**config.mk**
```make
export PLATFORM = sky130hd
export DESIGN_NAME = timer_capture_compare_regs
export DESIGN_NICKNAME = d
export VERILOG_FILES = /design/src/tcc_pkg.sv /design/src/timer_capture_compare_regs.sv
export SDC_FILE = /design/constraint.sdc
export NUM_CORES = 1
export LEC_CHECK = 0
export CORE_ASPECT_RATIO = 1.75
export CORE_UTILIZATION = 50
export DETAILED_ROUTE_END_ITERATION = 10
export DONT_BUFFER_PORTS = 1
export GPL_ROUTABILITY_DRIVEN = 0
export GPL_TIMING_DRIVEN = 0
export MAX_ROUTING_LAYER = met4
export PLACE_DENSITY = 0.64
export SLEW_MARGIN = 20
export SYNTH_ARGS = -nofsm -noshare
export SYNTH_HDL_FRONTEND = slang
export SYNTH_SLANG_ARGS = --single-unit
```
**constraint.sdc**
```tcl
create_clock -name pclk -period 5.51 [get_ports pclk]
set_input_delay 1.102 -clock pclk [delete_from_list [all_inputs] [get_ports pclk]]
set_output_delay 1.102 -clock pclk [all_outputs]
set_load 0.02 [all_outputs]
```
**src/tcc_pkg.sv**
```systemverilog
// Package: register map, field layouts and reset values of the capture/compare block
package tcc_pkg;

  // ----------------------------------------
  // Register indices (byte address is four times the index)
  // ----------------------------------------
  // Printed offsets are not all multiples of four: they are register indices.
  localparam logic [15:0] IDX_CAPTURE_TIME_1 = 16'h1010;
  localparam logic [15:0] IDX_CAPTURE_TIME_2 = 16'h1012;
  localparam logic [15:0] IDX_CAPTURE_TIME_3 = 16'h1014;
  localparam logic [15:0] IDX_COMPARE_VALUE_1 = 16'h1016;
  localparam logic [15:0] IDX_COMPARE_VALUE_2 = 16'h1018;
  localparam logic [15:0] IDX_COMPARE_VALUE_3 = 16'h101A;
  localparam logic [15:0] IDX_COMPARE_VALUE_4 = 16'h101C;
  localparam logic [15:0] IDX_SHARED_VALUE = 16'h101E;
  localparam logic [15:0] IDX_PIN_ACTION = 16'h1020;
  localparam logic [15:0] IDX_CAPTURE_EDGE = 16'h1021;
  localparam logic [15:0] IDX_IRQ_ENABLE = 16'h1022;
  localparam logic [15:0] IDX_EVENT_FLAGS = 16'h1023;
  localparam logic [15:0] IDX_PULSE_ACCUM_CTRL = 16'h1026;
  localparam logic [15:0] IDX_COUNTER = 16'h100E;

  // ----------------------------------------
  // Reset values and field positions
  // ----------------------------------------
  localparam logic [15:0] COMPARE_RESET = 16'hFFFF;
  localparam logic [7:0] CTRL_RESET = 8'h00;
  localparam int SHARED_SELECT_BIT = 2;
  // Flag/enable layout: [7:4] compare 1..4, [3] shared, [2:0] capture 1..3
  localparam int FLAG_COMPARE_1 = 7;
  localparam int FLAG_SHARED = 3;
  localparam int FLAG_CAPTURE_1 = 2;

  // Two-bit pin action codes
  localparam logic [1:0] ACT_OFF = 2'h0;
  localparam logic [1:0] ACT_TOGGLE = 2'h1;
  localparam logic [1:0] ACT_LOW = 2'h2;
  localparam logic [1:0] ACT_HIGH = 2'h3;

  // Two-bit edge select codes
  localparam logic [1:0] EDGE_OFF = 2'h0;
  localparam logic [1:0] EDGE_RISE = 2'h1;
  localparam logic [1:0] EDGE_FALL = 2'h2;
  localparam logic [1:0] EDGE_ANY = 2'h3;

  typedef struct packed {
    logic [15:0] paddr;
    logic pwrite;
    logic [31:0] pwdata;
  } apb_req_t;

  // Byte address of a register index
  function automatic logic [17:0] reg_addr(input logic [15:0] idx);
    reg_addr = {idx, 2'h0};
  endfunction

endpackage

```
**src/timer_capture_compare_regs.sv**
```systemverilog
// Capture/compare channel registers of a 16-bit free-running timer, APB slave
`timescale 1ns/1ps
module timer_capture_compare_regs
  import tcc_pkg::*;
(
  input wire logic pclk,
  input wire logic presetn,
  input wire logic psel,
  input wire logic penable,
  input wire logic pwrite,
  input wire logic [17:0] paddr,
  input wire logic [31:0] pwdata,
  output logic [31:0] prdata,
  output logic pready,
  output logic pslverr,
  input wire logic [15:0] free_running_counter,
  input wire logic [3:0] capture_pin,
  output logic [4:0] compare_pin,
  output logic irq
);

  // ----------------------------------------
  // Registers
  // ----------------------------------------
  logic [15:0] capture_time_reg [3];
  logic [15:0] compare_value_reg [4];
  logic [15:0] shared_capture_compare_reg;
  logic [7:0] compare_pin_action_control;
  logic [7:0] capture_edge_control;
  logic [7:0] timer_channel_irq_enable;
  logic [7:0] timer_channel_event_flags;
  logic shared_channel_select;
  logic [1:0] compare1_action;

  // ----------------------------------------
  // Bus decode
  // ----------------------------------------
  apb_req_t req;
  logic access;
  logic wr;
  logic hit;
  assign req = '{paddr: paddr[17:2], pwrite: pwrite, pwdata: pwdata};
  assign access = psel && penable;
  assign wr = access && req.pwrite;

  function automatic logic is_reg(input logic [15:0] idx);
    is_reg = (paddr == reg_addr(idx));
  endfunction

  // ----------------------------------------
  // Write strobes, one per writable register (none for capture times or counter)
  // ----------------------------------------
  logic [3:0] wr_compare;
  logic wr_shared;
  logic wr_pin_action;
  logic wr_capture_edge;
  logic wr_irq_enable;
  logic wr_event_flags;
  logic wr_pulse_ctrl;
  assign wr_compare[0] = wr && is_reg(IDX_COMPARE_VALUE_1);
  assign wr_compare[1] = wr && is_reg(IDX_COMPARE_VALUE_2);
  assign wr_compare[2] = wr && is_reg(IDX_COMPARE_VALUE_3);
  assign wr_compare[3] = wr && is_reg(IDX_COMPARE_VALUE_4);
  // Shared register writes are dropped while the channel captures
  assign wr_shared = wr && is_reg(IDX_SHARED_VALUE) && !shared_channel_select;
  assign wr_pin_action = wr && is_reg(IDX_PIN_ACTION);
  assign wr_capture_edge = wr && is_reg(IDX_CAPTURE_EDGE);
  assign wr_irq_enable = wr && is_reg(IDX_IRQ_ENABLE);
  assign wr_event_flags = wr && is_reg(IDX_EVENT_FLAGS);
  assign wr_pulse_ctrl = wr && is_reg(IDX_PULSE_ACCUM_CTRL);

  // ----------------------------------------
  // Pin synchronisers and edge detection
  // ----------------------------------------
  logic [3:0] pin_s1;
  logic [3:0] pin_s2;
  logic [3:0] pin_s3;
  logic [3:0] pin_level;
  logic [3:0] pin_settled;
  always_ff @(posedge pclk or negedge presetn) begin
    if (!presetn) begin
      pin_s1 <= 4'h0;
      pin_s2 <= 4'h0;
      pin_s3 <= 4'h0;
    end else begin
      pin_s1 <= capture_pin;
      pin_s2 <= pin_s1;
      pin_s3 <= pin_s2;
    end
  end

  // A pin change counts only once stages two and three agree, so a
  // metastable first stage never produces a capture on its own
  always_comb begin
    for (int i = 0; i < 4; i++) begin
      pin_settled[i] = (pin_s2[i] == pin_s3[i]) ? pin_s3[i] : pin_level[i];
    end
  end

  // Pins that idle high give a false edge after reset; harmless, edge fields reset off
  always_ff @(posedge pclk or negedge presetn) begin
    if (!presetn) begin
      pin_level <= 4'h0;
    end else begin
      pin_level <= pin_settled;
    end
  end

  function automatic logic edge_hit(input logic [1:0] sel, input logic now, input logic was);
    unique case (sel)
      EDGE_OFF: edge_hit = 1'b0;
      EDGE_RISE: edge_hit = now && !was;
      EDGE_FALL: edge_hit = !now && was;
      EDGE_ANY: edge_hit = now != was;
    endcase
  endfunction

  // Capture 1..3 edge fields sit in [7:2], capture 4 in [1:0]
  logic [3:0] cap_event;
  always_comb begin
    for (int i = 0; i < 4; i++) begin
      cap_event[i] = edge_hit(capture_edge_control[7 - 2 * i -: 2], pin_settled[i],
                              pin_level[i]);
    end
    cap_event[3] = cap_event[3] && shared_channel_select;
  end

  // ----------------------------------------
  // Compare matches
  // ----------------------------------------
  logic [4:0] cmp_event;
  always_comb begin
    for (int i = 0; i < 4; i++) begin
      cmp_event[i] = free_running_counter == compare_value_reg[i];
    end
    cmp_event[4] = !shared_channel_select &&
                   (free_running_counter == shared_capture_compare_reg);
  end

  // ----------------------------------------
  // Capture registers (no reset)
  // ----------------------------------------
  // Not reset: software may still read the last capture after a reset
  always_ff @(posedge pclk) begin
    for (int i = 0; i < 3; i++) begin
      if (cap_event[i]) begin
        capture_time_reg[i] <= free_running_counter;
      end
    end
  end

  // ----------------------------------------
  // Compare value registers 1..4
  // ----------------------------------------
  always_ff @(posedge pclk or negedge presetn) begin
    if (!presetn) begin
      for (int i = 0; i < 4; i++) begin
        compare_value_reg[i] <= COMPARE_RESET;
      end
    end else begin
      if (wr_compare[0]) begin
        compare_value_reg[0] <= req.pwdata[15:0];
      end
      if (wr_compare[1]) begin
        compare_value_reg[1] <= req.pwdata[15:0];
      end
      if (wr_compare[2]) begin
        compare_value_reg[2] <= req.pwdata[15:0];
      end
      if (wr_compare[3]) begin
        compare_value_reg[3] <= req.pwdata[15:0];
      end
    end
  end

  // ----------------------------------------
  // Shared capture 4 / compare 5 register
  // ----------------------------------------
  always_ff @(posedge pclk or negedge presetn) begin
    if (!presetn) begin
      shared_capture_compare_reg <= COMPARE_RESET;
    end else if (shared_channel_select) begin
      if (cap_event[3]) begin
        shared_capture_compare_reg <= free_running_counter;
      end
    end else if (wr_shared) begin
      shared_capture_compare_reg <= req.pwdata[15:0];
    end
  end

  // ----------------------------------------
  // Control registers
  // ----------------------------------------
  always_ff @(posedge pclk or negedge presetn) begin
    if (!presetn) begin
      compare_pin_action_control <= CTRL_RESET;
      compare1_action <= ACT_OFF;
    end else if (wr_pin_action) begin
      compare_pin_action_control <= req.pwdata[7:0];
      compare1_action <= req.pwdata[9:8];
    end
  end

  always_ff @(posedge pclk or negedge presetn) begin
    if (!presetn) begin
      capture_edge_control <= CTRL_RESET;
    end else if (wr_capture_edge) begin
      capture_edge_control <= req.pwdata[7:0];
    end
  end

  always_ff @(posedge pclk or negedge presetn) begin
    if (!presetn) begin
      timer_channel_irq_enable <= CTRL_RESET;
    end else if (wr_irq_enable) begin
      timer_channel_irq_enable <= req.pwdata[7:0];
    end
  end

  // Other pulse accumulator bits belong elsewhere; only the select is kept
  always_ff @(posedge pclk or negedge presetn) begin
    if (!presetn) begin
      shared_channel_select <= 1'b0;
    end else if (wr_pulse_ctrl) begin
      shared_channel_select <= req.pwdata[SHARED_SELECT_BIT];
    end
  end

  // ----------------------------------------
  // Event flags: hardware set wins over clear
  // ----------------------------------------
  logic [7:0] set_flags;
  logic [7:0] clr_flags;
  always_comb begin
    set_flags = 8'h00;
    for (int i = 0; i < 4; i++) begin
      set_flags[FLAG_COMPARE_1 - i] = cmp_event[i];
    end
    set_flags[FLAG_SHARED] = cmp_event[4] || cap_event[3];
    for (int i = 0; i < 3; i++) begin
      set_flags[FLAG_CAPTURE_1 - i] = cap_event[i];
    end
    clr_flags = wr_event_flags ? req.pwdata[7:0] : 8'h00;
  end

  always_ff @(posedge pclk or negedge presetn) begin
    if (!presetn) begin
      timer_channel_event_flags <= CTRL_RESET;
    end else begin
      timer_channel_event_flags <= (timer_channel_event_flags & ~clr_flags) | set_flags;
    end
  end

  // ----------------------------------------
  // Interrupt
  // ----------------------------------------
  logic [7:0] pending;
  assign pending = timer_channel_event_flags & timer_channel_irq_enable;

  always_ff @(posedge pclk or negedge presetn) begin
    if (!presetn) begin
      irq <= 1'b0;
    end else begin
      // Interrupt follows the flags one cycle later so it comes from a flip-flop
      irq <= |pending;
    end
  end

  // ----------------------------------------
  // Compare output pins
  // ----------------------------------------
  function automatic logic pin_next(input logic [1:0] act, input logic cur);
    unique case (act)
      ACT_OFF: pin_next = cur;
      ACT_TOGGLE: pin_next = !cur;
      ACT_LOW: pin_next = 1'b0;
      ACT_HIGH: pin_next = 1'b1;
    endcase
  endfunction

  always_ff @(posedge pclk or negedge presetn) begin
    if (!presetn) begin
      compare_pin <= 5'h00;
    end else begin
      if (cmp_event[0]) begin
        compare_pin[0] <= pin_next(compare1_action, compare_pin[0]);
      end
      for (int i = 1; i < 5; i++) begin
        if (cmp_event[i]) begin
          compare_pin[i] <= pin_next(compare_pin_action_control[9 - 2 * i -: 2],
                                     compare_pin[i]);
        end
      end
    end
  end

  // ----------------------------------------
  // Read path
  // ----------------------------------------
  logic [31:0] rd;
  always_comb begin
    hit = 1'b1;
    rd = 32'h00000000;
    unique case (paddr)
      reg_addr(IDX_CAPTURE_TIME_1): rd = {16'h0000, capture_time_reg[0]};
      reg_addr(IDX_CAPTURE_TIME_2): rd = {16'h0000, capture_time_reg[1]};
      reg_addr(IDX_CAPTURE_TIME_3): rd = {16'h0000, capture_time_reg[2]};
      reg_addr(IDX_COMPARE_VALUE_1): rd = {16'h0000, compare_value_reg[0]};
      reg_addr(IDX_COMPARE_VALUE_2): rd = {16'h0000, compare_value_reg[1]};
      reg_addr(IDX_COMPARE_VALUE_3): rd = {16'h0000, compare_value_reg[2]};
      reg_addr(IDX_COMPARE_VALUE_4): rd = {16'h0000, compare_value_reg[3]};
      reg_addr(IDX_SHARED_VALUE): rd = {16'h0000, shared_capture_compare_reg};
      reg_addr(IDX_PIN_ACTION): rd = {22'h0, compare1_action, compare_pin_action_control};
      reg_addr(IDX_CAPTURE_EDGE): rd = {24'h000000, capture_edge_control};
      reg_addr(IDX_IRQ_ENABLE): rd = {24'h000000, timer_channel_irq_enable};
      reg_addr(IDX_EVENT_FLAGS): rd = {24'h000000, timer_channel_event_flags};
      reg_addr(IDX_PULSE_ACCUM_CTRL): rd = {29'h0, shared_channel_select, 2'h0};
      reg_addr(IDX_COUNTER): rd = {16'h0000, free_running_counter};
      default: hit = 1'b0;
    endcase
  end

  // ----------------------------------------
  // Bus outputs
  // ----------------------------------------
  // No wait state: pready rises in the first access cycle, registered
  always_ff @(posedge pclk or negedge presetn) begin
    if (!presetn) begin
      pready <= 1'b0;
    end else begin
      pready <= psel && !penable;
    end
  end

  // Unmapped addresses are refused; no write strobe matches them
  always_ff @(posedge pclk or negedge presetn) begin
    if (!presetn) begin
      pslverr <= 1'b0;
    end else begin
      pslverr <= psel && !penable && !hit;
    end
  end

  // Read data stands only in the access cycle and is zero otherwise
  always_ff @(posedge pclk or negedge presetn) begin
    if (!presetn) begin
      prdata <= 32'h00000000;
    end else begin
      prdata <= (psel && !penable && !pwrite) ? rd : 32'h00000000;
    end
  end

endmodule // timer_capture_compare_regs

```
==> results_dict.tcl, run 1 <==
set metrics [dict create \
    grt_pass1_vias 7703 \
    preCtsSetupSlack_ns 1.53 \
    drv_cap 0 \
    io_buffers 0 \
    finalHoldViolCount 0 \
    synthTopCellsByArea "dfstp_2 20%, dfrtp_1 18%, mux2_2 15%" \
    ioPinCount 115 \
    critPathRequiredTime_ns 5.91 \
    drc 20 \
    area_delta_synth_final_pct 12.1 \
    path_max_fanout 10 \
    arrival_ns 3.89 \
    dpl.hpwl_um 23500 \
    die-area_um2 21400 \
    synthArstFlopShare_pct 76.4 \
    p_per_area_nw_per_um2 277 \
    worst_pin_slew_ns 1.16 \
    yosysTopAreaCell "dfstp_2" \
    dr.pass1.iters 8 \
    min_period_ns 3.49 \
    irDropWorstVdd_mv 0.267 \
    grt_max_degree 156 \
    largest_reg_flops 64 \
    worst_slack_ns 2.02 \
    clk_latency_ns 0.51 \
    skew_ns 0.0122 \
    antenna_found_initial 0 \
    synth_edf_count 48 \
    max_freq_mhz 286 \
    yosysWarnings 0 \
    synth_top_area_share_pct 20.2 \
    holdWs_ns 0.287 \
    ys_types 62 \
    cts_resized 0 \
    drtIter0Drc 766 \
    cts_made_buffers 22 \
    antenna_cells 0 \
    grt_util_met3_pct 4.90 \
    cts_setup_buffers 0 \
    post_route_cells_drive_above_1_share_pct 35.9 \
    clockBufferDepth 3 \
    startpoint_type "input port" \
    grt_util_all_layers_pct 31.8 \
    ys_seq_elements 203 \
    grt_overflow 0 \
    die_h_um 193 \
    cts_tree "done" \
    hold_path.class "input port to asynchronous set/reset pin" \
    die_w_um 111 \
    grt_pass1_wl_um 48300 \
    viasPerCell 6.53 \
    clk_pin_slew_ns 0.06 \
    rsz0062_at_grt "no" \
    relSlewSlack_pct 21.9 \
    drv_slew 0 \
    htree_levels 1 \
    p_leak_nw 4.49 \
    post_drt_wl_per_cell_um 28.7 \
    core_area_um2 20400 \
    final_common_cell "mux2_2" \
    std_cell_rows 69 \
    met2_usage_pct 54.5 \
    ys_seq_area_share_pct 52.0 \
    status "complete, but fails checks" \
    routed_wl_um 32300 \
    critPathKind "input port to flop" \
    syn_inst 818 \
    antenna_left 0 \
    vias 7354 \
    period_share_pct 63.4 \
    setup_tns_ns 0 \
    syn_area_um2 10400 \
    endpoint_kind "flop" \
    violations "design-rule violations" \
    root_buffer "clkbuf_16" \
    final_nets 945 \
    yosys_most_used_dff "dfstp_2" \
    use_met1_pct 33.2 \
    start_util_pct 51.1 \
    clkSinkCount 203 \
    layout_common_cells "143 x mux2_2, 80 x xnor2_1, 80 x dfstp_2" \
    syn_avg_cell_area_um2 12.7 \
    busiest_layer "met2" \
    finalSetupViolCount 0 \
    postCtsHoldBufs 0 \
]
==> per-layer routing <==
layer  routed length [um]  vias to the layer above  share of wire (%)
li1                     -                     3121                  -
met5                    0                        -                  0
met2                16200                      388                 50
met4                 2800                        0                8.7
met1                11300                     3696                 35
met3                 2010                      149                6.2
==> power breakdown <==
part           internal [mW]  leakage, nW  total [mW]  switching [mW]
registers               1.55         2.26        1.56         0.00571
logic                 0.0606         1.87       0.157          0.0962
clock network          0.912        0.362        1.52           0.608
total                   2.52         4.49        3.23           0.709
==> per-stage QoR <==
step	total power, mW	instances	area, um^2	util [%]
floorplan	1.70	833	10500	-
global placement	1.73	1081	10800	52.9
detailed placement	1.74	1086	10900	53.6
CTS	3.25	1126	11700	57.2
global route	3.32	1126	11700	57.3
finish	3.23	1126	11700	57.3
==> worst max-delay path: stages <==
cell,delay (ns)
nor4b_1,0.38
buf_2,0.29
nand4_1,0.34
nor2_1,0.50
clkbuf_1,0.76
a222oi_1,0.23
a31oi_1,0.28
==> synthesized netlist by cell type (all sizes together) (7+ instances only) <==
cell	n
a22oi	21
a31oi	18
inv	14
dfrtp	75
a21o	9
o21ai	16
edfxtp	48
nand4	23
a222oi	13
nor4	19
nand2	39
mux2i	26
clkbuf	27
buf	37
ha	8
o32ai	7
xnor2	80
nor2	14
nor3	23
mux2	144
nand3	15
dfstp	80
==> path summary, 6_finish.rpt <==
path | cells past startpoint | from | to | slack, ns
max | 7 | paddr[15] | prdata[2]$_DFF_PN0_ | 2.02
min | 0 | presetn | pin_s2[0]$_DFF_PN0_ | 0.29
max reg2reg | 5 | compare_value_reg[40]$_DFFE_PN1P_ | compare_pin[1]$_DFFE_PN0P_ | 2.78
min reg2reg | 0 | pin_s1[0]$_DFF_PN0_ | pin_s2[0]$_DFF_PN0_ | 0.35
max in group asynchronous | 0 | presetn | compare_value_reg[20]$_DFFE_PN1P_ | 4.93
min in group pclk | 0 | pin_s1[0]$_DFF_PN0_ | pin_s2[0]$_DFF_PN0_ | 0.35
==> area by class of cell <==
class / count / area [um^2]
plain buffers: 64 / 334
clock buffers: 27 / 601
clock inverters: 13 / 136
fillers: 1717 / 8700
inverters: 15 / 56.3
multi-input cells: 551 / 4720
flip-flops and latches: 203 / 5420
well taps: 248 / 310
repair buffers: 5 / 98.8
==> cell families (layout without fill, tap and decap cells) <==
| group | after synthesis | count (layout) | synth area share (%) |
|---|---|---|---|
| compound gates | 109 | 109 | 8.01 |
| xor+xnor | 81 | 81 | 6.81 |
| fa+ha+maj | 8 | 8 | 0.961 |
| buf+inv | 79 | 124 | 3.75 |
| flops | 203 | 203 | 52.0 |
| mux | 170 | 170 | 18.1 |
| other cells | 1 | 16 | 0.0360 |
| simple gates | 167 | 167 | 10.3 |
Note: power is estimated with default switching activity, not from simulation.
==> inputs of run 2 (changes only) <==
Settings changed: ABC_AREA set to 1.
Clock period 5.51 ns to 3.42 ns, I/O delays scaled along.
==> results_dict.tcl, run 2 <==
set metrics [dict create \
    status "complete, no violations" \
    post_route_cells_drive_above_1_share_pct 16.2 \
    drtIter0Drc 901 \
    post_drt_wl_per_cell_um 23.2 \
    postCtsHoldBufs 1 \
    drv_slew 0 \
    dpl-instance-area_um2 11300 \
    critical_path.top_delay_family "simple AND/OR/NAND/NOR gates" \
    critPathKind "input port to flop" \
    rsz0062_at_grt "no" \
    routed_wl_um 37600 \
    relSlewSlack_pct 49.8 \
    std_cell_rows 70 \
    crit_top_cell "nand4_1" \
    antenna_found_initial 0 \
    grt_util_all_layers_pct 35.5 \
    path_buf_inv 2 \
    yosysTopAreaCell "dfstp_2" \
    endpoint_kind "flop" \
    clkSinkCount 203 \
    synth_common_cells "326 x nand2_1, 135 x nand4_1, 115 x nor2_1" \
    synth.most_common_cell "nand2_1" \
    dr.pass1.iters 5 \
    finalHoldViolCount 0 \
    area_delta_synth_final_pct 10.8 \
    drc 0 \
    die-area_um2 22300 \
    synthTopCellsByArea "dfstp_2 19%, dfrtp_1 17%, edfxtp_1 13%" \
    die_h_um 197 \
    grt_overflow 0 \
    antenna_left 0 \
    max_freq_mhz 487 \
    grt_pass1_vias 9015 \
    hold_path.class "input port to asynchronous set/reset pin" \
    syn_area_um2 10800 \
    ys_seq_elements 203 \
    cts_resized 0 \
    max_stage_delay_ns 0.46 \
    yosysWarnings 0 \
    start_util_pct 51.3 \
    slowest_stage "clkbuf_1" \
    p_per_area_nw_per_um2 421 \
    largest_reg_flops 64 \
    cts_tree "done" \
    design_area_um2 12000 \
    clk_latency_ns 0.51 \
    synth_edf_count 48 \
    viasPerCell 5.75 \
    path_max_fanout 7 \
    clockBufferDepth 3 \
    cts_setup_buffers 0 \
    dpl.hpwl_um 27300 \
    crit_chain "clkbuf_1 > inv_1 > nand2_1 > nand4_1 > nor3_1 > nand4_1 > o21ai_0" \
    layout_common_cells "326 x nand2_1, 135 x nand4_1, 115 x nor2_1" \
    htree_levels 1 \
    holdWs_ns 0.0351 \
    grt_max_degree 82 \
    syn_avg_cell_area_um2 8.49 \
    irDropWorstVdd_mv 0.385 \
    worst_pin_slew_ns 0.751 \
    final_common_cell "nand2_1" \
    ioPinCount 115 \
    vias 9332 \
    die_w_um 113 \
    io_buffers 0 \
    min_period_ns 2.05 \
    cts_made_buffers 21 \
    critPathRequiredTime_ns 3.84 \
    root_buffer "clkbuf_16" \
    ys_seq_area_share_pct 50.0 \
    synth_top_area_share_pct 19.4 \
    period_share_pct 60.0 \
    final_nets 1400 \
    drv_cap 0 \
    startpoint_type "input port" \
    ys_types 41 \
    arrival_ns 2.47 \
    clk_pin_slew_ns 0.06 \
    finalSetupViolCount 0 \
    core_area_um2 21100 \
    p_leak_nw 5.09 \
    synthArstFlopShare_pct 76.4 \
    fin_util_pct 56.8 \
    skew_ns 0.0107 \
    syn_inst 1276 \
    grt_pass1_wl_um 55800 \
    yosys_most_used_dff "dfstp_2" \
]
-- run 2: logic make-up after synthesis --
group,synth area share (%)
AO/OA/AOI/OAI,8.41
XOR/XNOR,5.58
adder cells (fa/ha/maj),0.924
buffers and inverters,7.68
flip-flops,50.0
other,0.0346
AND/OR/NAND/NOR,27.3
-- run 2: where the power goes --
group	internal [mW]	switching (mW)
combinational	0.0847	0.207
clock	1.23	0.982
sequential	2.52	0.0240
total	3.83	1.21
-- run 2: path summary, 6_finish.rpt --
check	start	to	slack [ns]	cells after the start
worst max-delay path	free_running_counter[11]	compare_pin[4]$_DFFE_PN0P_	1.37	7
worst min-delay path	presetn	shared_capture_compare_reg[3]$_DFFE_PN1P_	0.04	0
worst max register to register	shared_channel_select$_DFFE_PN0P_	shared_capture_compare_reg[2]$_DFFE_PN1P_	1.37	6
worst min register to register	pin_s1[0]$_DFF_PN0_	pin_s2[0]$_DFF_PN0_	0.35	0
max in group asynchronous	presetn	timer_channel_event_flags[6]$_DFF_PN0_	3.00	1
min in group pclk	capture_pin[3]	pin_s1[3]$_DFF_PN0_	0.19	0
-- run 2: metal layers --
metal	global-route usage, %	share of wire, %
met1	38.3	34
met4	29.7	10
met3	5.01	6.6
met2	57.7	49
met5	-	0
-- run 2: layout make-up --
type,instances,area [um^2]
clock inverter,6,37.5
fill,1927,9110
sequential,203,5420
tap,288,360
antenna,2,5.00
inverter,90,338
buffer,93,494
timing repair buffer,3,70.1
clock buffer,32,608
multi-input combinational,905,4660
-- run 2: per-stage QoR --
step | TNS (ns) | power, mW | instances | setup WS, ns
after floorplan | 0 | 2.76 | 1291 | 0.868
after global placement | -10.79 | 2.84 | 1579 | -0.440
after global routing | 0 | 5.18 | 1620 | 1.22
after CTS | 0 | 5.07 | 1620 | 1.35
final | 0 | 5.05 | 1622 | 1.37
after detailed placement | 0 | 2.85 | 1581 | 0.917
==> inputs of run 3 (changes only) <==
Clock period 3.42 ns to 1.9 ns, I/O delays scaled along.
==> results_dict.tcl, run 3 (synthesis results as in run 2) <==
set metrics [dict create \
    drc 0 \
    seq_power_share_pct 50.2 \
    clkSinkCount 203 \
    clockBufferDepth 3 \
    slowest_stage "dfrtp_1" \
    critical_path.top_delay_family "flip-flops" \
    p_switching_mw 2.14 \
    max_stage_delay_ns 0.40 \
    postCtsHoldBufs 22 \
    htree_levels 1 \
    finalHoldViolCount 155 \
    crit_chain "inv_2 > nand2_1 > o21a_1 > ha_1 > or2_4 > a31oi_4 > buf_6 > buf_12" \
    min_period_ns 1.91 \
    grt_util_all_layers_pct 36.3 \
    post_drt_wl_per_cell_um 22.8 \
    instances_no_fill 1658 \
    pwr-share-comb_pct 6.1 \
    die-area_um2 22300 \
    start_util_pct 51.3 \
    dpl.hpwl_um 27400 \
    relSlewSlack_pct 51.2 \
    die_h_um 197 \
    io_buffers 0 \
    clock_power_share_pct 43.8 \
    holdWs_ns -0.443 \
    final_nets 1435 \
    grt_max_degree 156 \
    grt_pass1_vias 9552 \
    cts_made_buffers 21 \
    max_freq_mhz 524 \
    routed_wl_um 37800 \
    drv_cap 0 \
    violations "negative hold slack, negative setup slack" \
    vias 9580 \
    drv_slew 0 \
    setup_tns_ns -0.0341 \
    arrival_ns 2.13 \
    worst_slack_ns -0.00790 \
    grt_pass1_wl_um 56800 \
    grt_overflow 0 \
    finalSetupViolCount 5 \
    critPathRequiredTime_ns 2.12 \
    p_per_area_nw_per_um2 736 \
    area_delta_synth_final_pct 14.4 \
    largest_reg_flops 64 \
    fin_util_pct 58.7 \
    clk_latency_ns 0.51 \
    internal_power_mw 6.98 \
    ioPinCount 115 \
    die_w_um 113 \
    skew_ns 0.00971 \
    switching_share_pct 23.4 \
    post_route_cells_drive_above_1_share_pct 17.0 \
    root_buffer "clkbuf_16" \
    irDropWorstVdd_mv 0.686 \
    place_inst 1579 \
    antenna_left 0 \
    core_area_um2 21100 \
    layout_common_cells "326 x nand2_1, 135 x nand4_1, 114 x nor2_1" \
    critPathKind "flop to flop" \
    cts_tree "done" \
    final_common_cell "nand2_1" \
    endpoint_kind "flop" \
    antenna_found_initial 1 \
    rsz0062_at_grt "yes" \
    std_cell_rows 70 \
    dr.pass1.iters 5 \
    drtIter0Drc 939 \
    hold_path.class "input port to asynchronous set/reset pin" \
    period_share_pct 100 \
    status "complete, but fails checks" \
    path_buf_inv 3 \
    p_leak_nw 5.26 \
    worst_pin_slew_ns 0.730 \
    path_max_fanout 5 \
    startpoint_type "flop" \
    clk_pin_slew_ns 0.06 \
    viasPerCell 5.78 \
    preCtsSetupSlack_ns -0.430 \
]
## run 3: cell types whose count changed in the layout (fill, tap and decap cells not counted), sizes merged
cell         before  now
dlygate4sd3       0   22
buf              60   73
inv              90   89
clkbuf           68   71
diode             2    3
clkinvlp          1    0
clkinv            5    4
## run 3: final cells by class
type	instances	area (um^2)
clock buffers	35	629
plain buffers	93	507
diodes	3	7.51
inverters	90	338
repair buffers	38	423
clock inverters	3	18.8
fillers	1929	8720
flip-flops and latches	203	5420
multi-input cells	905	4680
well taps	288	360
## run 3: layer usage
| metal | GRT usage, % | vias up | part of all wire, % |
|---|---|---|---|
| li1 | - | 4380 | - |
| met1 | 38.2 | 4508 | 34 |
| met2 | 59.2 | 496 | 49 |
| met3 | 5.26 | 196 | 6.9 |
| met4 | 31.5 | 0 | 10 |
| met5 | - | - | 0 |
## run 3: per-stage QoR
step                      total power, mW  instance area, um^2
after floorplan                      4.97                10900
after global placement               5.11                11300
after detailed placement             5.11                11300
after CTS                            9.12                12300
after global routing                 9.34                12400
final                                9.11                12400
## run 3: final timing paths
| path | from | endpoint | slack, ns | cells after the start |
|---|---|---|---|---|
| worst max register to register | pin_level[0]$_DFF_PN0_ | capture_time_reg[0][14]$_DFFE_PP_ | -0.008 | 8 |
| worst max-delay path | pin_level[0]$_DFF_PN0_ | capture_time_reg[0][14]$_DFFE_PP_ | -0.008 | 8 |
| max in group asynchronous | presetn | compare_value_reg[49]$_DFFE_PN1P_ | 1.92 | 0 |
| min in group pclk | pwdata[2] | shared_channel_select$_DFFE_PN0P_ | 0.03 | 2 |
| worst min register to register | pin_s1[2]$_DFF_PN0_ | pin_s2[2]$_DFF_PN0_ | 0.35 | 0 |
| worst min-delay path | presetn | prdata[6]$_DFF_PN0_ | -0.44 | 0 |
## run 3: worst reg2reg max path, delay by kind of cell, from the launching register on
kind	cells	cell delay, ns
flops	1	0.40
buf+inv	3	0.36
fa+ha+maj	1	0.30
simple gates	2	0.29
compound gates	2	0.28
## run 3: power groups by stage
stage	logic (mW)	registers, mW	clock network [mW]
global route	0.594	4.57	4.18
CTS	0.533	4.57	4.02
detailed placement	0.469	4.65	0
finish	0.553	4.57	3.99
global placement	0.466	4.64	0
floorplan	0.339	4.63	0
## run 3: repair_timing
| item | 4_1_cts | 5_1_grt |
|---|---|---|
| cloned | 2 | 1 |
| hold endpoints to repair | 208 | 155 |
| buffers inserted | 8 | 5 |
| gates resized for setup | 6 | 13 |
| pin swaps | 3 | 9 |
| endpoints found under the setup margin | 56 | 34 |
